<file path="src/verilog/gcps_defines.vh">
// gcps_defines.vh: register map, field positions, reset values and timing
// constants of the dual-port capture status block.
// assumes inclusion by bare name from the design files only.
`ifndef GCPS_DEFINES_VH
`define GCPS_DEFINES_VH

// register byte addresses (word aligned)
`define GCPS_ADDR_PORTA_CFG 8'h00
`define GCPS_ADDR_PORTB_CFG 8'h04
`define GCPS_ADDR_PKT_CFG 8'h08
`define GCPS_ADDR_COMMAND 8'h0C
`define GCPS_ADDR_PORTA_STAT 8'h10
`define GCPS_ADDR_PORTB_STAT 8'h14
`define GCPS_ADDR_BITS 8

// port configuration fields
`define GCPS_PCFG_W 4
`define GCPS_PCFG_DIRECT 0
`define GCPS_PCFG_FACLOOP 1
`define GCPS_PCFG_EQLOOP 2
`define GCPS_PCFG_CAPON 3
`define GCPS_PCFG_DEFAULT 4'h9

// packet configuration fields
`define GCPS_SNAP_W 11
`define GCPS_PKT_SNAP_LSB 0
`define GCPS_PKT_VARLEN 16
`define GCPS_PKT_SESSION 17
`define GCPS_SNAP_DEFAULT 11'h600
`define GCPS_VARLEN_DEFAULT 1'h1
`define GCPS_SESSION_DEFAULT 1'h0
`define GCPS_SNAP_ALIGN_MASK 11'h7FC

// command fields (write-only, self clearing)
`define GCPS_CMD_DEFAULTS 0
`define GCPS_CMD_PHYRESET_A 1
`define GCPS_CMD_PHYRESET_B 2

// status fields
`define GCPS_ST_LOCALUP 0
`define GCPS_ST_PEERUP 1
`define GCPS_ST_SIGLOSS 2
`define GCPS_ST_FRAMELOSS 3
`define GCPS_ST_WORD_LSB 16
`define GCPS_WORD_W 16

// activity hold for the capture indicator
`define GCPS_CLK_HZ 50000000
`define GCPS_ACT_HOLD_MS 50

// ahb-lite encodings
`define GCPS_HTRANS_NONSEQ_BIT 1
`define GCPS_HRESP_OKAY 1'h0

`endif

</file>
<file path="src/verilog/gcps_port_status.v">
// gcps_port_status.v: ahb-lite register slave, per-port mode and loopback
// control, sticky link status, capture enable, record length and indicators.
// assumes one clk_sys domain; signal-detect and config-done come from pins,
// all pcs and packet inputs come from logic on clk_sys.
`timescale 1ns/1ps
`default_nettype none
`include "gcps_defines.vh"

// Operation
// - blue indicator lights once configuration has loaded, then stays lit.
// - capture indicator lit while session active and records are being produced.
// - each port's signal-detect indicator follows its optical receiver's valid signal.
// - link-down indicator: negotiation failed when direct, monitored link down when tapping.
// - direct-attach mode is the default after power-up.
// - direct-attach mode runs gigabit auto-negotiation with the partner.
// - tap mode: no negotiation, receive only unless facility loopback is on, one direction per port.
// - restore-defaults command returns every port setting to its default.
// - facility loopback sends received line data back out the transmitter.
// - equipment loopback turns transmit path back into receive path.
// - each port has its own capture enable; disabled ports make no records.
// - fixed mode pads records to snap length; variable mode gives shorter records.
// - at most snap length bytes are captured per packet, default 1536.
// - per-port status conditions latch until the next status read.
// - local link-up flag sets once negotiation reached a valid link when direct, on a code stream when tapping.
// - peer link-up flag sets when the partner reports its link up.
// - signal-loss flag sets whenever the receiver sees no valid signal.
// - framing-loss flag sets whenever no valid code stream is detected.
// - latest received negotiation config word is readable in port status.
module gcps_port_status #(
	parameter PORTS = 2,
	parameter LEN_W = 16,
	parameter ACT_HOLD_CYC = `GCPS_CLK_HZ / 1000 * `GCPS_ACT_HOLD_MS
) (
	// clock and reset
	input wire clk_sys,
	input wire rst,
	// ahb-lite slave
	input wire hsel,
	input wire [31:0] haddr,
	input wire [1:0] htrans,
	input wire hwrite,
	input wire [2:0] hsize,
	input wire [31:0] hwdata,
	input wire hready,
	output wire hreadyout,
	output wire hresp,
	output reg [31:0] hrdata,
	// pins from the board
	input wire configDone,
	input wire [PORTS-1:0] sigDetect,
	// pcs status, clk_sys domain
	input wire [PORTS-1:0] codeSync,
	input wire [PORTS-1:0] anLinkOk,
	input wire [PORTS-1:0] peerLinkUp,
	input wire [PORTS-1:0] cfgWordStrobe,
	input wire [PORTS*`GCPS_WORD_W-1:0] cfgWordIn,
	// phy control
	output reg [PORTS-1:0] anEnable,
	output reg [PORTS-1:0] txEnable,
	output reg [PORTS-1:0] facilityLoop,
	output reg [PORTS-1:0] equipLoop,
	output reg [PORTS-1:0] phyReset,
	// packet end events and records
	input wire [PORTS-1:0] pktEnd,
	input wire [PORTS*LEN_W-1:0] pktLen,
	output reg [PORTS-1:0] recValid,
	output reg [PORTS*LEN_W-1:0] recLen,
	output reg [PORTS*LEN_W-1:0] recDataLen,
	// indicators
	output reg ledConfigured,
	output reg ledCapture,
	output reg [PORTS-1:0] ledSigDetect,
	output reg [PORTS-1:0] ledLinkDown
);

	localparam [31:0] HOLD_CNT = ACT_HOLD_CYC;

	// zero wait state slave, always okay
	assign hreadyout = 1'b1;
	assign hresp = `GCPS_HRESP_OKAY;

	// address phase capture
	reg wrPend_r;
	reg [`GCPS_ADDR_BITS-1:0] wrAddr_r;
	wire addrPhase;
	wire rdTake;
	wire [`GCPS_ADDR_BITS-1:0] aLow;
	assign addrPhase = hsel & htrans[`GCPS_HTRANS_NONSEQ_BIT] & hready;
	assign rdTake = addrPhase & ~hwrite;
	assign aLow = haddr[`GCPS_ADDR_BITS-1:0];

	// write data arrives one cycle after its address phase
	always @(posedge clk_sys or posedge rst) begin
		if (rst) begin
			wrPend_r <= 1'b0;
			wrAddr_r <= {`GCPS_ADDR_BITS{1'b0}};
		end else begin
			wrPend_r <= addrPhase & hwrite;
			wrAddr_r <= aLow;
		end
	end

	wire cmdWr;
	wire restoreDefaults;
	wire pktCfgWr;
	assign cmdWr = wrPend_r && (wrAddr_r == `GCPS_ADDR_COMMAND);
	assign restoreDefaults = cmdWr & hwdata[`GCPS_CMD_DEFAULTS];
	assign pktCfgWr = wrPend_r && (wrAddr_r == `GCPS_ADDR_PKT_CFG);

	// packet configuration register
	reg [`GCPS_SNAP_W-1:0] snapLen_r;
	reg varLen_r;
	reg sessionOn_r;
	always @(posedge clk_sys or posedge rst) begin
		if (rst) begin
			snapLen_r <= `GCPS_SNAP_DEFAULT;
			varLen_r <= `GCPS_VARLEN_DEFAULT;
			sessionOn_r <= `GCPS_SESSION_DEFAULT;
		end else if (restoreDefaults) begin
			snapLen_r <= `GCPS_SNAP_DEFAULT;
			varLen_r <= `GCPS_VARLEN_DEFAULT;
		end else if (pktCfgWr) begin
			// snap length kept word aligned, as records are
			snapLen_r <= hwdata[`GCPS_PKT_SNAP_LSB +: `GCPS_SNAP_W] & `GCPS_SNAP_ALIGN_MASK;
			varLen_r <= hwdata[`GCPS_PKT_VARLEN];
			sessionOn_r <= hwdata[`GCPS_PKT_SESSION];
		end
	end

	// pin synchronisers: first stage read only by the second
	reg cfgDoneMeta_r;
	reg cfgDoneSync_r;
	reg [PORTS-1:0] sigMeta_r;
	reg [PORTS-1:0] sigSync_r;
	always @(posedge clk_sys or posedge rst) begin
		if (rst) begin
			cfgDoneMeta_r <= 1'b0;
			cfgDoneSync_r <= 1'b0;
			sigMeta_r <= {PORTS{1'b0}};
			sigSync_r <= {PORTS{1'b0}};
		end else begin
			cfgDoneMeta_r <= configDone;
			cfgDoneSync_r <= cfgDoneMeta_r;
			sigMeta_r <= sigDetect;
			sigSync_r <= sigMeta_r;
		end
	end

	// per-port state
	reg [`GCPS_PCFG_W-1:0] portCfg_r [0:PORTS-1];
	reg [3:0] sticky_r [0:PORTS-1];
	reg [`GCPS_WORD_W-1:0] cfgWord_r [0:PORTS-1];
	wire [PORTS-1:0] localUp;
	wire [PORTS-1:0] recFire;

	genvar p;
	generate
		for (p = 0; p < PORTS; p = p + 1) begin : gPort
			wire cfgWr;
			wire statRd;
			wire direct;
			wire [3:0] cond;
			wire [LEN_W-1:0] inLen;
			wire [LEN_W-1:0] snapWide;
			wire [LEN_W-1:0] capLen;
			assign cfgWr = wrPend_r && (wrAddr_r == (`GCPS_ADDR_PORTA_CFG + 8'h04 * p));
			assign statRd = rdTake && (aLow == (`GCPS_ADDR_PORTA_STAT + 8'h04 * p));
			assign direct = portCfg_r[p][`GCPS_PCFG_DIRECT];
			// direct: negotiated link; tap: monitored link carries a code stream
			assign localUp[p] = direct ? anLinkOk[p] : codeSync[p];
			assign cond[`GCPS_ST_LOCALUP] = localUp[p];
			assign cond[`GCPS_ST_PEERUP] = peerLinkUp[p];
			assign cond[`GCPS_ST_SIGLOSS] = ~sigSync_r[p];
			assign cond[`GCPS_ST_FRAMELOSS] = ~codeSync[p];

			// port configuration, restore wins over a plain write
			always @(posedge clk_sys or posedge rst) begin
				if (rst) begin
					portCfg_r[p] <= `GCPS_PCFG_DEFAULT;
				end else if (restoreDefaults) begin
					portCfg_r[p] <= `GCPS_PCFG_DEFAULT;
				end else if (cfgWr) begin
					portCfg_r[p] <= hwdata[`GCPS_PCFG_W-1:0];
				end
			end

			// sticky flags: a read clears, a present condition sets (set wins)
			always @(posedge clk_sys or posedge rst) begin
				if (rst) begin
					sticky_r[p] <= 4'h0;
				end else if (statRd) begin
					sticky_r[p] <= cond;
				end else begin
					sticky_r[p] <= sticky_r[p] | cond;
				end
			end

			// latest config word from the partner
			always @(posedge clk_sys or posedge rst) begin
				if (rst) begin
					cfgWord_r[p] <= {`GCPS_WORD_W{1'b0}};
				end else if (cfgWordStrobe[p]) begin
					cfgWord_r[p] <= cfgWordIn[p*`GCPS_WORD_W +: `GCPS_WORD_W];
				end
			end

			// phy controls and indicators
			always @(posedge clk_sys or posedge rst) begin
				if (rst) begin
					anEnable[p] <= 1'b0;
					txEnable[p] <= 1'b0;
					facilityLoop[p] <= 1'b0;
					equipLoop[p] <= 1'b0;
					phyReset[p] <= 1'b0;
					ledSigDetect[p] <= 1'b0;
					ledLinkDown[p] <= 1'b1;
				end else begin
					anEnable[p] <= direct;
					// tap mode is receive only unless chaining through the loop
					txEnable[p] <= direct | portCfg_r[p][`GCPS_PCFG_FACLOOP];
					facilityLoop[p] <= portCfg_r[p][`GCPS_PCFG_FACLOOP];
					equipLoop[p] <= portCfg_r[p][`GCPS_PCFG_EQLOOP];
					phyReset[p] <= cmdWr & hwdata[`GCPS_CMD_PHYRESET_A + p];
					ledSigDetect[p] <= sigSync_r[p];
					ledLinkDown[p] <= ~localUp[p];
				end
			end

			// record length: truncate to snap, pad to snap in fixed mode
			assign inLen = pktLen[p*LEN_W +: LEN_W];
			assign snapWide = {{(LEN_W-`GCPS_SNAP_W){1'b0}}, snapLen_r};
			assign capLen = (inLen > snapWide) ? snapWide : inLen;
			assign recFire[p] = pktEnd[p] & portCfg_r[p][`GCPS_PCFG_CAPON] & sessionOn_r;
			always @(posedge clk_sys or posedge rst) begin
				if (rst) begin
					recValid[p] <= 1'b0;
					recLen[p*LEN_W +: LEN_W] <= {LEN_W{1'b0}};
					recDataLen[p*LEN_W +: LEN_W] <= {LEN_W{1'b0}};
				end else begin
					recValid[p] <= recFire[p];
					if (recFire[p]) begin
						recDataLen[p*LEN_W +: LEN_W] <= capLen;
						recLen[p*LEN_W +: LEN_W] <= varLen_r ? capLen : snapWide;
					end
				end
			end
		end
	endgenerate

	// capture activity stretch so single records stay visible
	reg [31:0] actCnt_r;
	always @(posedge clk_sys or posedge rst) begin
		if (rst) begin
			actCnt_r <= 32'h0;
		end else if (|recFire) begin
			actCnt_r <= HOLD_CNT;
		end else if (actCnt_r != 32'h0) begin
			actCnt_r <= actCnt_r - 32'h1;
		end
	end

	// global indicators; configured stays lit once seen
	always @(posedge clk_sys or posedge rst) begin
		if (rst) begin
			ledConfigured <= 1'b0;
			ledCapture <= 1'b0;
		end else begin
			ledConfigured <= ledConfigured | cfgDoneSync_r;
			ledCapture <= sessionOn_r && (actCnt_r != 32'h0);
		end
	end

	// read data registered at the address phase edge
	always @(posedge clk_sys or posedge rst) begin
		if (rst) begin
			hrdata <= 32'h0;
		end else if (rdTake) begin
			if (aLow == `GCPS_ADDR_PORTA_CFG) begin
				hrdata <= {28'h0, portCfg_r[0]};
			end else if (aLow == `GCPS_ADDR_PORTB_CFG) begin
				hrdata <= {28'h0, portCfg_r[1]};
			end else if (aLow == `GCPS_ADDR_PKT_CFG) begin
				hrdata <= {14'h0, sessionOn_r, varLen_r, 5'h0, snapLen_r};
			end else if (aLow == `GCPS_ADDR_PORTA_STAT) begin
				hrdata <= {cfgWord_r[0], 12'h0, sticky_r[0]};
			end else if (aLow == `GCPS_ADDR_PORTB_STAT) begin
				hrdata <= {cfgWord_r[1], 12'h0, sticky_r[1]};
			end else begin
				hrdata <= 32'h0; // unmapped and command read as zero
			end
		end
	end

endmodule
`default_nettype wire

</file>
<file path="config.mk">
export PLATFORM = sky130hd
export DESIGN_NAME = gcps_port_status
export DESIGN_NICKNAME = d
export VERILOG_FILES = /design/src/verilog/gcps_port_status.v
export VERILOG_INCLUDE_DIRS = /design/src /design/src/verilog
export SDC_FILE = /design/constraint.sdc
export NUM_CORES = 1
export LEC_CHECK = 0
export ABC_AREA = 1
export BUFFER_PORTS_ARGS = -buffer_cell sky130_fd_sc_hd__buf_2
export CORE_MARGIN = 2
export CORE_UTILIZATION = 53
export CTS_CLUSTER_DIAMETER = 30
export DETAILED_ROUTE_END_ITERATION = 10
export HOLD_SLACK_MARGIN = 0.02
export PLACE_DENSITY = 0.78
export SLEW_MARGIN = 5
export SYNTH_ARGS = -nofsm -noshare
export SYNTH_HDL_FRONTEND = slang
export SYNTH_SLANG_ARGS = --single-unit
</file>
<file path="constraint.sdc">
create_clock -name clk_sys -period 7.3 [get_ports clk_sys]
set_clock_uncertainty 0.1 [all_clocks]
set_input_delay 0.73 -clock clk_sys [delete_from_list [all_inputs] [get_ports clk_sys]]
set_output_delay 0.73 -clock clk_sys [all_outputs]
set_load 0.02 [all_outputs]
</file>
==> impl_metrics.ini <==
[status]
run_status = finished clean

[critical_path]
critical-path-max-stage-delay_ps = 590
critical_path.top_delay_family = buffers and inverters
setup.worst_path.end_class = register
critical_path.n_buffers_inverters = 3
critical_path.slowest_cell = inv_1
critPathArrivalTime_ps = 3340
worstPathCellList = nand3_1, buf_4, nand2_1, inv_1, nand4_1, inv_2, nor3_1
worst-r2r-setup-slack_ps = 4210
cp-start-kind = register
worstReg2RegStart = sessionOn_r
critical_path_class = register to register
r2r-end = actCnt_r[28]
required_ps = 7560
r2r.worst_path.cells = 7
worst-path-max-fanout = 34

[logic_synthesis]
count_of_flip_flops_with_a_built_in_enable_after_synthesis = 0
yosysWarnings = 0
synth-main-ff-cell = dfrtp_1
synth.distinct_cells = 43
synth.yosys.seq_area_share_pct = 54.5
netlist_instances = 1170
ffs_latches_synth = 215
syn_area_cell_um2 = 8.46
syn-cell-area_um2 = 9900
postSynth.asyncResetShare_pct = 100

[routing]
totalWireLength_mm = 26.0
wire_per_inst_um = 15.7
detail_route.vias_per_cell = 5.30
first_pass_iters = 5
via_count = 8764
antenna_violating_nets_remaining = 0
count_of_routing_violations_after_the_opening_detailed_route_iteration = 508
drc = 0

[clocking]
cts_sinks = 215
cts_repair_resizes = 0
cts_tree = built
clkTransAtPathRegs_ps = 60
postCtsSetupRepairBufs = 0
htree_levels = 2
cts_made_buffers = 41
maximum_clock_path_buffer_count = 3
clk_root_buffer_cell = clkbuf_16
clkLatencyLatePin_ps = 530
holdBufCountCts = 0

[placement]
place_area_um2 = 11100
place_ws_ps = 3850
globalplace.congestion = 0.924
buffer_ports.inserted = 212
place_hpwl_mm = 17.0

[global_route]
grt_pass1_vias = 8691
largest_net_degree_at_the_start_of_global_routing = 136
initial_antenna_violation_count = 1
grt_first_pass_wirelength_mm = 42.4
grt.total_usage_pct = 26.6
grt-ovfl-total = 0

[flow_run]
max_cap_viol_count = 0

[min_path]
hold_path.class = primary input to register
holdPathEnd = sigMeta_r[1]
worst_hold_startpoint = sigDetect[1]
hold-path-cell-count = 1

[cells_and_area]
area_growth_syn_to_layout_pct = 26.9
fill_cells = 1370
num-nets-final = 1563
final_core_utilization_pct = 69.2
layout-drive-gt1-share_pct = 24.6
final_design_area_no_fill_um2 = 12600

[sta]
setup_viol = 0
final.min_clock_period_ps = 3090
number_of_slew_limit_violations_in_the_final_report = 0
timing_worst_slew_pin_value_ps = 1000
tns_ps = 0
grt_setup_unrepaired = no
hold_viol = 0
final.period_utilization_pct = 42.3
max_freq_mhz = 324
timing.final.ws_setup_ps = 4210
worst_rel_slew_slack_pct = 33.1
timing.hold.ws_ps = 206

[power_and_ir_drop]
total_leakage_power_uw = 0.00696
power.density_cell_area_nw_per_um2 = 286
ir_worst_vdd_mv = 0.297

[floorplan]
io_pins = 267
std_cell_rows = 49
core-area_um2 = 18100
die_area_um2 = 19800
dieHeight_um = 141
die_width_um = 141
initial_core_util_pct = 54.6
## per-stage QoR
| stage | power, µW | cells |
|---|---|---|
| floorplan | 1540 | 1175 |
| global placement | 1640 | 1579 |
| detailed placement | 1650 | 1579 |
| CTS | 3610 | 1653 |
| global route | 3720 | 1654 |
| finish | 3590 | 1654 |
## flip-flops by register name (all words and copies together), names as in the netlist, 6 cells and up
| name | flops |
|---|---|
| portCfg_r | 6 |
| cfgWord_r | 32 |
| sticky_r | 8 |
| snapLen_r | 9 |
| wrAddr_r | 8 |
| hrdata | 27 |
| recLen | 32 |
| recDataLen | 32 |
| actCnt_r | 32 |
## metal layers
metal | share of wire, % | up-vias | GRT usage (%)
met4 | 4.0 | 0 | 11.3
li1 | - | 4160 | -
met3 | 7.7 | 84 | 5.84
met1 | 40 | 4169 | 33.9
met5 | 0 | - | 0
met2 | 48 | 351 | 44.2
## Yosys cell counts (3+ instances only)
cell / count / share of area (%)
nor2_1: 118 / 4.5
ha_1: 19 / 2.4
nand4_1: 10 / 0.63
nor2_2: 3 / 0.19
nor3_1: 16 / 0.81
nand2_2: 4 / 0.25
o21ai_0: 61 / 3.1
o22ai_1: 21 / 1.3
dfstp_2: 9 / 2.4
nand3_1: 97 / 4.9
inv_2: 3 / 0.11
xor2_1: 12 / 1.1
clkbuf_1: 23 / 0.87
dfrtp_1: 206 / 52
nor3_2: 4 / 0.40
or2_2: 26 / 1.6
inv_1: 166 / 6.3
o31ai_1: 10 / 0.76
buf_4: 10 / 0.76
nand2_4: 3 / 0.34
nand2_1: 275 / 10
buf_2: 7 / 0.35
a21oi_1: 40 / 2.0
## layout by cell type, fill, tap and decap left out, types with 6 or more instances in the layout
cell	Yosys	layout
o22ai_1	21	21
ha_1	19	19
buf_2	7	212
conb_1	2	7
dfrtp_1	206	206
clkbuf_16	0	42
clkinvlp_4	0	6
or2_2	26	26
nand3_1	97	97
nand4_1	10	10
dfstp_2	9	9
bufinv_16	0	6
nand2_1	275	275
nor2_1	118	118
o31ai_1	10	10
inv_1	166	165
nor3_1	16	16
o21ai_0	61	61
a21oi_1	40	40
clkinv_4	0	7
xor2_1	12	12
## report_power, final
group / internal [µW] / total, µW / switching (µW)
clock network: 1300 / 1950 / 653
registers: 1270 / 1310 / 41.0
logic: 115 / 328 / 213
total: 2680 / 3590 / 907
## how the worst max path moves through the flow
| stage | startpoint | endpoint | slack [ps] | cells after the start |
|---|---|---|---|---|
| 2_1_floorplan | rst | actCnt_r[0] | 610 | 1 |
| 3_3_place_gp | pktEnd[0] | actCnt_r[30] | 3880 | 8 |
| 3_5_place_dp | pktEnd[0] | actCnt_r[28] | 3850 | 8 |
| 4_1_cts | sessionOn_r | actCnt_r[22] | 4250 | 7 |
| 5_1_grt | sessionOn_r | actCnt_r[24] | 3960 | 7 |
| 6_report | sessionOn_r | actCnt_r[28] | 4210 | 7 |
## worst register-to-register path, stage by stage (launching register included)
cell,delay (ps)
dfrtp_1,400
nand3_1,90
buf_4,370
nand2_1,560
inv_1,590
nand4_1,300
inv_2,400
nor3_1,110
## final cells by class
cell class	count	area (µm²)	area share (%)
clock buffer	47	1090	8.67
tap	229	287	2.28
timing repair buffer	216	1090	8.68
inverter	169	642	5.11
antenna	1	2.50	0.0199
multi-input combinational	750	3690	29.4
sequential	215	5390	42.9
clock inverter	27	369	2.94
## cells by family (layout without fill, tap and decap cells)
group,Yosys count,in the layout,synth area share (%)
adders and majority gates,19,19,2.40
buffers and inverters,210,459,8.43
DFF,215,215,54.5
muxes,4,4,0.430
other,2,8,0.0759
and+or+nand+nor,568,568,25.4
xor gates and xnor gates,13,13,1.15
AOI/OAI and AO/OA,139,139,7.70
No activity file was read; power rests on OpenSTA's default activity.
